==> src/gsb_consts.svh <==
// constants for the gateway status byte generator
`ifndef GSB_CONSTS_SVH
`define GSB_CONSTS_SVH

`define GSB_CLK_PERIOD_NS  8
`define GSB_FLASH_HALF_NS  250000000
`define GSB_RING_BYTES     11'h400
`define GSB_BIT_WACK       3'h0
`define GSB_BIT_SERVICE    3'h2
`define GSB_BIT_PENDING    3'h3
`define GSB_BIT_BLOCK      3'h4
`define GSB_BIT_LOSS       3'h5
`define GSB_BIT_OVERFLOW   3'h6
`define GSB_BIT_FRESH      3'h7
`define GSB_STATUS_RESET   8'h00
`define GSB_LENGTH_RESET   8'h00

`endif

==> src/gsb_pkg.sv <==
// types shared by the gateway status byte generator
package gsb_pkg;

  // service switch position, as read from the two switch contacts
  typedef enum logic [1:0] {
    SW_NORMAL,
    SW_GATEWAY_SERVICE,
    SW_ENDPOINT_SERVICE,
    SW_UNUSED
  } gsb_switch_type;

  typedef enum logic {
    MODE_TRANSPARENT,
    MODE_COLLECTIVE
  } gsb_mode_type;

  // one-cycle event pulses from the surrounding gateway logic
  typedef struct packed {
    logic copy_done;
    logic send_done;
    logic block_moved;
    logic set_sent;
    logic discard;
    logic ring_write;
  } gsb_event_type;

endpackage

==> src/gsb_led_flasher.sv <==
// power led driver: steady on, flashing while flash_en is high
`timescale 1ns/1ps
`include "gsb_consts.svh"
module gsb_led_flasher #(
  parameter int unsigned HALF_CYC = `GSB_FLASH_HALF_NS / `GSB_CLK_PERIOD_NS
) (
  // clock and reset
  input  wire logic sys_clk,
  input  wire logic reset,
  // control
  input  wire logic flash_en,
  // led
  output logic      led_r
);

  logic [31:0] half_cnt_r;
  logic        half_tick;

  assign half_tick = (half_cnt_r == 32'(HALF_CYC - 1));

  always_ff @(posedge sys_clk) begin
    if (reset || !flash_en || half_tick) begin
      half_cnt_r <= 32'h0000_0000;
    end else begin
      half_cnt_r <= half_cnt_r + 32'h0000_0001;
    end
  end

  always_ff @(posedge sys_clk) begin
    if (reset || !flash_en) begin
      led_r <= 1'b1;
    end else if (half_tick) begin
      led_r <= ~led_r;
    end
  end

endmodule

==> src/gsb_status_bytes.sv <==
// status byte generator: two input status bytes sent to the plc
`timescale 1ns/1ps
`include "gsb_consts.svh"
module gsb_status_bytes
  import gsb_pkg::*;
#(
  parameter int unsigned FLASH_HALF_CYC = `GSB_FLASH_HALF_NS / `GSB_CLK_PERIOD_NS
) (
  // clock and reset
  input  wire logic          sys_clk,
  input  wire logic          reset,
  // service switch contacts (pins)
  input  wire logic [1:0]    service_switch,
  // configuration and buffer levels from gateway logic
  input  wire gsb_mode_type  gateway_mode,
  input  wire logic [7:0]    input_data_len,
  input  wire logic [10:0]   tx_buffer_fill,
  input  wire logic [10:0]   ring_fill,
  // events and the length of the data set being delivered
  input  wire gsb_event_type events,
  input  wire logic [15:0]   message_len,
  // status bytes toward the plc
  output logic [7:0]         status_byte0_r,
  output logic [7:0]         payload_length_r,
  // front panel and serial handshake
  output logic               power_led,
  output logic               serial_rts_r
);

  logic [1:0]     sw_meta_r;
  logic [1:0]     sw_sync_r;
  gsb_switch_type switch_pos;
  logic           collective;
  logic           oversize;
  logic [7:0]     length_nxt;

  logic write_ack_r;
  logic service_active_flag_r;
  logic tx_data_pending_r;
  logic block_ready_toggle_r;
  logic data_loss_flag_r;
  logic overflow_r;
  logic fresh_data_toggle_r;

  // two-stage synchroniser for the switch pins
  always_ff @(posedge sys_clk) begin
    if (reset) begin
      sw_meta_r <= 2'h0;
      sw_sync_r <= 2'h0;
    end else begin
      sw_meta_r <= service_switch;
      sw_sync_r <= sw_meta_r;
    end
  end

  assign switch_pos = gsb_switch_type'(sw_sync_r);
  assign collective = (gateway_mode == MODE_COLLECTIVE);
  assign oversize   = (message_len > {8'h00, input_data_len});

  // length of the data set actually forwarded
  always_comb begin
    if (oversize) begin
      length_nxt = input_data_len;
    end else begin
      length_nxt = message_len[7:0];
    end
  end

  always_ff @(posedge sys_clk) begin
    if (reset) begin
      write_ack_r <= 1'b0;
    end else if (events.copy_done || events.send_done) begin
      write_ack_r <= ~write_ack_r;
    end
  end

  always_ff @(posedge sys_clk) begin
    if (reset) begin
      service_active_flag_r <= 1'b0;
    end else begin
      service_active_flag_r <= (switch_pos == SW_GATEWAY_SERVICE) ||
                               (switch_pos == SW_ENDPOINT_SERVICE);
    end
  end

  always_ff @(posedge sys_clk) begin
    if (reset) begin
      tx_data_pending_r <= 1'b0;
    end else begin
      tx_data_pending_r <= collective && (tx_buffer_fill != 11'h000);
    end
  end

  always_ff @(posedge sys_clk) begin
    if (reset) begin
      block_ready_toggle_r <= 1'b0;
    end else if (collective && events.block_moved) begin
      block_ready_toggle_r <= ~block_ready_toggle_r;
    end
  end

  // only a reset clears the loss flag
  always_ff @(posedge sys_clk) begin
    if (reset) begin
      data_loss_flag_r <= 1'b0;
    end else if (events.discard) begin
      data_loss_flag_r <= 1'b1;
    end else if ((events.set_sent || (collective && events.block_moved)) && oversize) begin
      data_loss_flag_r <= 1'b1;
    end
  end

  // a write into a full buffer overflows; set wins over the clear
  always_ff @(posedge sys_clk) begin
    if (reset) begin
      overflow_r <= 1'b0;
    end else if (events.ring_write && (ring_fill >= `GSB_RING_BYTES)) begin
      overflow_r <= 1'b1;
    end else if (ring_fill < `GSB_RING_BYTES) begin
      overflow_r <= 1'b0;
    end
  end

  always_ff @(posedge sys_clk) begin
    if (reset) begin
      fresh_data_toggle_r <= 1'b0;
    end else if (!collective && events.set_sent) begin
      fresh_data_toggle_r <= ~fresh_data_toggle_r;
    end
  end

  always_ff @(posedge sys_clk) begin
    if (reset) begin
      payload_length_r <= `GSB_LENGTH_RESET;
    end else if (events.set_sent || (collective && events.block_moved)) begin
      payload_length_r <= length_nxt;
    end
  end

  // output register for status byte 0
  always_ff @(posedge sys_clk) begin
    if (reset) begin
      status_byte0_r <= `GSB_STATUS_RESET;
    end else begin
      status_byte0_r <= {fresh_data_toggle_r, overflow_r, data_loss_flag_r,
                         block_ready_toggle_r, tx_data_pending_r,
                         service_active_flag_r, 1'b0, write_ack_r};
    end
  end

  always_ff @(posedge sys_clk) begin
    if (reset) begin
      serial_rts_r <= 1'b1;
    end else begin
      serial_rts_r <= !overflow_r;
    end
  end

  gsb_led_flasher #(
    .HALF_CYC (FLASH_HALF_CYC)
  ) u_led (
    .sys_clk  (sys_clk),
    .reset    (reset),
    .flash_en (service_active_flag_r),
    .led_r    (power_led)
  );
endmodule

==> config.mk <==
export PLATFORM = sky130hd
export DESIGN_NAME = gsb_status_bytes
export DESIGN_NICKNAME = d
export VERILOG_FILES = /design/src/gsb_pkg.sv /design/src/gsb_led_flasher.sv /design/src/gsb_status_bytes.sv
export VERILOG_INCLUDE_DIRS = /design/src
export SDC_FILE = /design/constraint.sdc
export NUM_CORES = 1
export LEC_CHECK = 0
export BUFFER_PORTS_ARGS = -buffer_cell sky130_fd_sc_hd__buf_2
export CAP_MARGIN = 15
export CELL_PAD_IN_SITES_DETAIL_PLACEMENT = 1
export CELL_PAD_IN_SITES_GLOBAL_PLACEMENT = 1
export CORE_AREA = 2 2 92 94
export DETAILED_ROUTE_END_ITERATION = 10
export DIE_AREA = 0 0 94 96
export PLACE_DENSITY = 0.72
export SLEW_MARGIN = 20
export SYNTH_ARGS = -nofsm -noshare
export SYNTH_HDL_FRONTEND = slang
export SYNTH_SLANG_ARGS = --single-unit
==> constraint.sdc <==
create_clock -name sys_clk -period 1.9 [get_ports sys_clk]
set_input_delay 0.285 -clock sys_clk [delete_from_list [all_inputs] [get_ports sys_clk]]
set_output_delay 0.285 -clock sys_clk [all_outputs]
set_load 0.01 [all_outputs]
==> results of run 1 <==
==> stage by stage <==
step	hold WS [ps]	setup WS [ps]
finish	190	-110
global route	177	-154
CTS	177	-99.5
detailed placement	411	-169
global placement	398	-164
floorplan	357	-24.7
==> cell usage in the layout (no fill, tap or decap), types with 2 or more instances in the layout <==
| master | instances |
|---|---|
| dfxtp_2 | 2 |
| nand4_1 | 10 |
| and4_1 | 3 |
| or3_1 | 2 |
| dfxtp_1 | 58 |
| nor2b_1 | 12 |
| clkbuf_8 | 11 |
| nor2_1 | 47 |
| nand2b_1 | 2 |
| clkbuf_1 | 2 |
| nand2_1 | 14 |
| a311oi_1 | 9 |
| and3_1 | 4 |
| inv_1 | 14 |
| and2_1 | 2 |
| xnor2_1 | 23 |
| a31o_2 | 2 |
| nand3_1 | 17 |
| a21oi_1 | 7 |
| ha_1 | 9 |
| o21ai_0 | 9 |
| buf_4 | 24 |
| o211ai_1 | 2 |
| nor4_1 | 9 |
| nor4b_1 | 2 |
| xor2_1 | 8 |
| buf_2 | 63 |
| nor3_1 | 11 |
| nor4_4 | 2 |
| clkinv_2 | 2 |
==> final cells by class <==
class                   instances  area (µm²)  area share [%]
clock buffers                  13         159            4.50
multi-input cells             221        1420            40.3
repair buffers                 90         552            15.6
well taps                     105         131            3.72
flip-flops and latches         60        1200            34.1
clock inverters                 2        10.0           0.283
inverters                      14        52.6            1.49
==> flip-flops by register name (all words and copies together) (netlist names), 2 cells and up <==
signal and cells:
sw_sync_r 2, status_byte0_r 7, payload_length_r 8, u_led.half_cnt_r 32, sw_meta_r 2
==> worst min-delay path by stage <==
stage	startpoint	to	slack [ps]	cells past startpoint
floorplan	reset	status_byte0_r[0]$_SDFF_PP0_	360	1
global placement	overflow_r$_SDFFE_PP0P_	serial_rts_r$_SDFF_PP1_	400	1
detailed placement	overflow_r$_SDFFE_PP0P_	serial_rts_r$_SDFF_PP1_	410	1
CTS	service_switch[1]	sw_meta_r[1]$_SDFF_PP0_	180	2
global route	gateway_mode	tx_data_pending_r$_SDFF_PP0_	180	3
finish	service_switch[1]	sw_meta_r[1]$_SDFF_PP0_	190	2
==> repair_timing <==
item | in CTS | in global routing
buffers inserted | 0 | 0
pin swaps | 1 | 0
cloned | 0 | 1
setup endpoints to repair | 33 | 33
gates resized for setup | 3 | 2
==> cells by family (layout without fill, tap and decap cells) <==
| logic type | count (synthesis) | count (layout) | share of synthesized area, % |
|---|---|---|---|
| simple gates | 145 | 145 | 28.1 |
| flops | 60 | 60 | 43.8 |
| compound gates | 34 | 34 | 8.58 |
| xor+xnor | 32 | 32 | 10.2 |
| buf+inv | 27 | 119 | 5.11 |
| fa+ha+maj | 9 | 9 | 4.11 |
| other cells | 1 | 1 | 0.137 |
==> worst max-delay path, cell delays in order (launching register included) <==
cell and delay, ps:
dfxtp_2 310, or4_1 510, or4_4 450, nor4_4 180, nand2b_4 220, clkbuf_16 170
nor2_1 50
==> per-layer routing <==
layer | up-vias | track usage [%] | routed length, µm
met2 | 50 | 28.5 | 3570
met3 | 5 | 5.79 | 390
met5 | - | 0 | 0
met1 | 1167 | 16.7 | 2880
li1 | 1243 | - | -
met4 | 0 | 5.43 | 76
==> power by group through the flow <==
stage               Clock (mW)  Sequential [mW]  Combinational (mW)
global route              1.08             1.31               0.247
floorplan                    0             1.35               0.102
CTS                       1.02             1.31               0.217
detailed placement           0             1.34               0.216
finish                   0.988             1.31               0.217
global placement             0             1.34               0.207
==> summary.md, run 1 <==
| Metric | Value |
|---|---|
| Outcome | `finished with violations` |
| Violated checks | `setup timing` |
| Fin. Hold Viols | `0` |
| Tot GR Track Use | `15.7%` |
| Max-Cap Viols | `0` |
| Initial Utilization | `34.1%` |
| Top cells by count, synth | `dfxtp_1, nor2_1, xnor2_1` |
| Die Y | `96 µm` |
| Cell Area, Placed | `0.00331 mm²` |
| Logic pwr share | `8.6%` |
| Root Driver | `clkbuf_8` |
| Fillers | `991` |
| Worst Reg-to-Reg Cells | `6` |
| Crit start category | `flip-flop` |
| Post-Syn Area | `0.00274 mm²` |
| Clock insertion delay at the later pin of the skew report | `330 ps` |
| Area growth from synthesis to layout | `28.8%` |
| Final setup vio count | `32` |
| Placeable Area | `0.00805 mm²` |
| HPWL after DPL | `5250 µm` |
| Setup WS post-layout | `-110 ps` |
| CTS tree | `built` |
| Iter 0 DRT Violations | `37` |
| Nets | `462` |
| Vias in the first global route | `2407` |
| Final Non-Filler Cells | `505` |
| Die Footprint | `0.00902 mm²` |
| # DRC | `0` |
| Internal power | `1.94 mW` |
| Slew Viols, Final | `0` |
| H-tree levels | `3` |
| Netlist cell types | `42` |
| RSZ-0062 raised after global routing | `true` |
| GR Overflow Total | `0` |
| Most frequent cell after synthesis | `dfxtp_1` |
| Final instance area | `0.00353 mm²` |
| CP Launch Point | `u_led.half_cnt_r[13]$_SDFF_PP0_` |
| Cell taking the most area after synthesis | `dfxtp_1` |
| Clk buf depth | `2` |
| Fin crit period | `2010 ps` |
| Worst EP required | `2120 ps` |
| Diode count | `0` |
| Core Util, Final | `43.9%` |
| Worst-Margin Slew | `605 ps` |
| PD cells | `712 mW/mm²` |
| FF-to-FF End | `u_led.half_cnt_r[25]$_SDFF_PP0_` |
| Switching power total | `0.579 mW` |
| Final ANT Viol Nets | `0` |
| R2R Setup Slk | `-110 ps` |
| Clock tree sinks | `60` |
| Hold WC Path Type | `in -> reg` |
| Die width | `94 µm` |
| Period utilization | `106%` |
| Top Ports | `75` |
| Mapped Cells | `308` |
| R2R Path Start | `u_led.half_cnt_r[13]$_SDFF_PP0_` |
| YS warnings | `0` |
| Row count | `33` |
| Avg Inst Size Synth | `8.90 µm²` |
| Register bit total from synthesis | `60` |
| CP Class | `reg -> reg` |
| Max Freq | `498 MHz` |
| Routed len/inst | `13.7 µm` |
| EDFF count, synth | `0` |
| Largest net degree at the start of global routing | `26` |
| Power share of the clock group | `39.3%` |
| Max VDD drop | `0.245 mV` |
| CTS Buf Count | `9` |
| Tot Pwr | `2.52 mW` |
| Seq pwr share | `52.1%` |
| Worst-path clk slew | `60 ps` |
| Routed wire length | `6910 µm` |
| Top FF cell, synth | `dfxtp_1` |
| FFs w/ async S/R, synth | `0%` |
| Crit path max fanout | `11` |
| Layout Skew | `5.22 ps` |
| Post-synthesis sequential area ratio | `43.8%` |
| Share of layout cells above drive strength 1 | `29.0%` |
| Setup crit end kind | `flip-flop` |
| CP arrival | `2230 ps` |
| Switching Fraction | `23.0%` |
| Relative slew slack | `59.7%` |
| Gp weighted congestion | `0.806` |
| Syn Nets | `374` |
| Via density | `4.88` |
| Vias post-DR | `2465` |
| First-pass GRT wire length | `11000 µm` |
| Initial antenna violation count | `0` |
| Synth area leaders | `dfxtp_1, xnor2_1, nor2_1` |
| Critical Path Sink | `u_led.half_cnt_r[25]$_SDFF_PP0_` |
| Setup TNS | `-2750 ps` |
| Placed Cells | `489` |
| Leak | `1.43 nW` |
| Drt first pass iters | `4` |
| Top cell type's share of synthesized area | `43.8%` |
| Port Buffers | `63` |
| CTS Hold Bufs | `0` |
(Power assumes the default switching activity.)
==> inputs of run 2 (changes only) <==
- CELL_PAD_IN_SITES_DETAIL_PLACEMENT: 1 -> not set
- CELL_PAD_IN_SITES_GLOBAL_PLACEMENT: 1 -> not set
- CORE_AREA: 2 2 92 94 -> 2 2 80 82
- DIE_AREA: 0 0 94 96 -> 0 0 82 84
- PLACE_DENSITY: 0.72 -> 0.71
- SETUP_SLACK_MARGIN: not set -> 0.3
==> summary.md, run 2 (synthesis results as in run 1) <==
| Metric | Value |
|---|---|
| Outcome | `finished with violations` |
| Violated checks | `setup timing` |
| Hold WC Path Type | `in -> reg` |
| Multi-input logic area | `0.00155 mm² (+8.6%)` |
| Seq pwr share | `48.4% (-3.7 points)` |
| Crit path max fanout | `8 (-3)` |
| Die Footprint | `0.00689 mm² (-24%)` |
| Drt first pass iters | `4 (unchanged)` |
| Register Area | `0.00120 mm² (unchanged)` |
| Routed len/inst | `12.0 µm (-13%)` |
| Fin. Hold Viols | `0 (unchanged)` |
| Via density | `5.03 (+3.0%)` |
| Vias post-DR | `2403 (-2.5%)` |
| Max reg flops | `32 (unchanged)` |
| First-pass GRT wire length | `9280 µm (-15%)` |
| Tot GR Track Use | `17.2% (+1.5 points)` |
| Routed wire length | `5720 µm (-17%)` |
| CP Buf/Inv Count | `1 (unchanged)` |
| Slowest-stage cell, CP | `or4_4` |
| Worst hold slack | `152 ps (-38.4 ps)` |
| CTS Buf Count | `9 (unchanged)` |
| Hold_sp | `service_switch[1]` |
| Final ANT Viol Nets | `0 (unchanged)` |
| Row count | `29 (-12%)` |
| Most frequent cells in the layout | `buf_2, dfxtp_1, nor2_1` |
| PD cells | `735 mW/mm² (+3.2%)` |
| Worst-path clk slew | `80 ps (+20 ps)` |
| Max VDD drop | `0.491 mV (+100%)` |
| R2R Path Start | `u_led.half_cnt_r[13]$_SDFF_PP0_` |
| Layout Skew | `12.7 ps (+7.44 ps)` |
| H-tree levels | `3 (unchanged)` |
| DP Worst Slack | `-156 ps (+12.8 ps)` |
| Die Y | `84 µm (-13%)` |
| Placed Cells | `460 (-5.9%)` |
| R2R Setup Slk | `-140 ps (-30 ps)` |
| Fin crit period | `2040 ps (+28.4 ps)` |
| Internal power | `2.03 mW (+4.6%)` |
| Root Driver | `clkbuf_8` |
| Area growth from synthesis to layout | `34.0%` |
| Nets | `462 (unchanged)` |
| Clock insertion delay at the later pin of the skew report | `340 ps (about the same)` |
| Period utilization | `107% (+1.5 points)` |
| Hold EP | `sw_meta_r[1]$_SDFF_PP0_` |
| Port Buffers | `63 (unchanged)` |
| Vias in the first global route | `2155 (-10%)` |
| Most common cell after layout, fill and taps aside | `buf_2` |
| GR Overflow Total | `0 (unchanged)` |
| Die width | `82 µm (-13%)` |
| WHS Path Cells | `2 (unchanged)` |
| Top Ports | `75 (unchanged)` |
| Regs by FF count | `u_led.half_cnt_r x32, payload_length_r x8, status_byte0_r x7` |
| Crit start category | `flip-flop` |
| Final setup vio count | `33 (+3.1%)` |
| Tot Pwr | `2.70 mW (+7.4%)` |
| Diode count | `0 (unchanged)` |
| Fillers | `541 (-45%)` |
| Gp weighted congestion | `0.765 (-5.0%)` |
| Slew Viols, Final | `0 (unchanged)` |
| CP Class | `reg -> reg` |
| Clock tree sinks | `60 (unchanged)` |
| Relative slew slack | `61.3% (+1.6 points)` |
| Crit path max-delay family | `simple AND/OR/NAND/NOR gates` |
| HPWL after DPL | `4110 µm (-22%)` |
| Setup TNS | `-3680 ps (-928 ps)` |
| Final Non-Filler Cells | `478 (-5.3%)` |
| Switching power total | `0.677 mW (+17%)` |
| Core Util, Final | `60.3% (+16 points)` |
| Critical-path cell list | `or4_4, or4_4, nor4_4, nand2b_4, clkbuf_16, nor2_2` |
| Worst EP required | `2140 ps (+20 ps)` |
| Max-Cap Viols | `0 (unchanged)` |
| Biggest register | `u_led.half_cnt_r` |
| Cell Area, Placed | `0.00338 mm² (+2.2%)` |
| RSZ-0062 raised after global routing | `true` |
| # DRC | `0 (unchanged)` |
| Iter 0 DRT Violations | `73 (+97%)` |
| Worst-Margin Slew | `581 ps (-23.5 ps)` |
| Most frequent CP cell | `or4_4` |
| Logic pwr share | `8.7% (about the same)` |
| CTS tree | `built` |
| Switching Fraction | `25.1% (+2.0 points)` |
| Clk buf depth | `2 (unchanged)` |
| Initial Utilization | `45.0% (+11 points)` |
| Setup WS post-layout | `-138 ps (-28.4 ps)` |
| Final instance area | `0.00368 mm² (+4.1%)` |
| Leak | `1.44 nW (about the same)` |
| Initial antenna violation count | `0 (unchanged)` |
| FF-to-FF End | `u_led.half_cnt_r[30]$_SDFF_PP0_` |
| Worst Reg-to-Reg Cells | `6 (unchanged)` |
| Share of layout cells above drive strength 1 | `35.2% (+6.2 points)` |
| Placeable Area | `0.00610 mm² (-24%)` |
| Max Freq | `491 MHz (-1.4%)` |
| Setup crit end kind | `flip-flop` |
| CP peak stage delay | `520 ps (about the same)` |
| CTS Hold Bufs | `0 (unchanged)` |
| Largest net degree at the start of global routing | `26 (unchanged)` |
| CP arrival | `2270 ps (+40 ps)` |
| Power share of the clock group | `42.8% (+3.5 points)` |
[run 2: cell count changes in the layout (fill, tap and decap cells not counted), moves of 4 or more]
cell / before / now
o21ai_1: 0 / 9
o21ai_0: 9 / 0
inv_1: 14 / 9
ha_1: 9 / 3
inv_2: 0 / 4
ha_4: 0 / 6
[run 2: final cells by class]
cell class	count	share of cell area [%]
Clock buffer	9	3.37
Clock inverter	7	2.08
Inverter	14	1.77
Multi-Input combinational cell	221	42.1
Sequential cell	60	32.7
Tap cell	77	2.62
Timing Repair Buffer	90	15.4
[run 2: power groups by stage]
stage	logic (mW)	registers [mW]	clock network, mW
after detailed placement	0.232	1.34	0
after floorplan	0.118	1.35	0
final	0.236	1.31	1.16
after global placement	0.228	1.34	0
after CTS	0.233	1.31	1.19
after global routing	0.262	1.31	1.26
[run 2: how the worst max path moves through the flow]
stage / start / end / slack (ps) / cells past startpoint
final: u_led.half_cnt_r[13]$_SDFF_PP0_ / u_led.half_cnt_r[30]$_SDFF_PP0_ / -140 / 6
after global routing: u_led.half_cnt_r[13]$_SDFF_PP0_ / u_led.half_cnt_r[11]$_SDFF_PP0_ / -210 / 6
after CTS: u_led.half_cnt_r[13]$_SDFF_PP0_ / u_led.half_cnt_r[5]$_SDFF_PP0_ / -110 / 6
after detailed placement: u_led.half_cnt_r[13]$_SDFF_PP0_ / u_led.half_cnt_r[5]$_SDFF_PP0_ / -160 / 6
after global placement: u_led.half_cnt_r[13]$_SDFF_PP0_ / u_led.half_cnt_r[8]$_SDFF_PP0_ / -140 / 6
after floorplan: u_led.half_cnt_r[13]$_SDFF_PP0_ / u_led.half_cnt_r[13]$_SDFF_PP0_ / -20 / 6
[run 2: timing repair]
item                       in CTS  in global routing
pin swaps                       1                  1
resized for setup               3                 12
setup endpoints to repair      33                 36
buffers inserted                0                  1
gates cloned                    0                  1
hold endpoints to repair        0                  0
[run 2: metal layers]
layer | GRT usage, % | part of all wire, % | wire, µm | vias to the layer above
li1 | - | - | - | 1247
met1 | 21.8 | 47 | 2690 | 1098
met2 | 27.0 | 47 | 2690 | 49
met3 | 5.19 | 4.3 | 247 | 9
met4 | 6.82 | 1.6 | 94 | 0
met5 | 0 | 0 | 0 | -
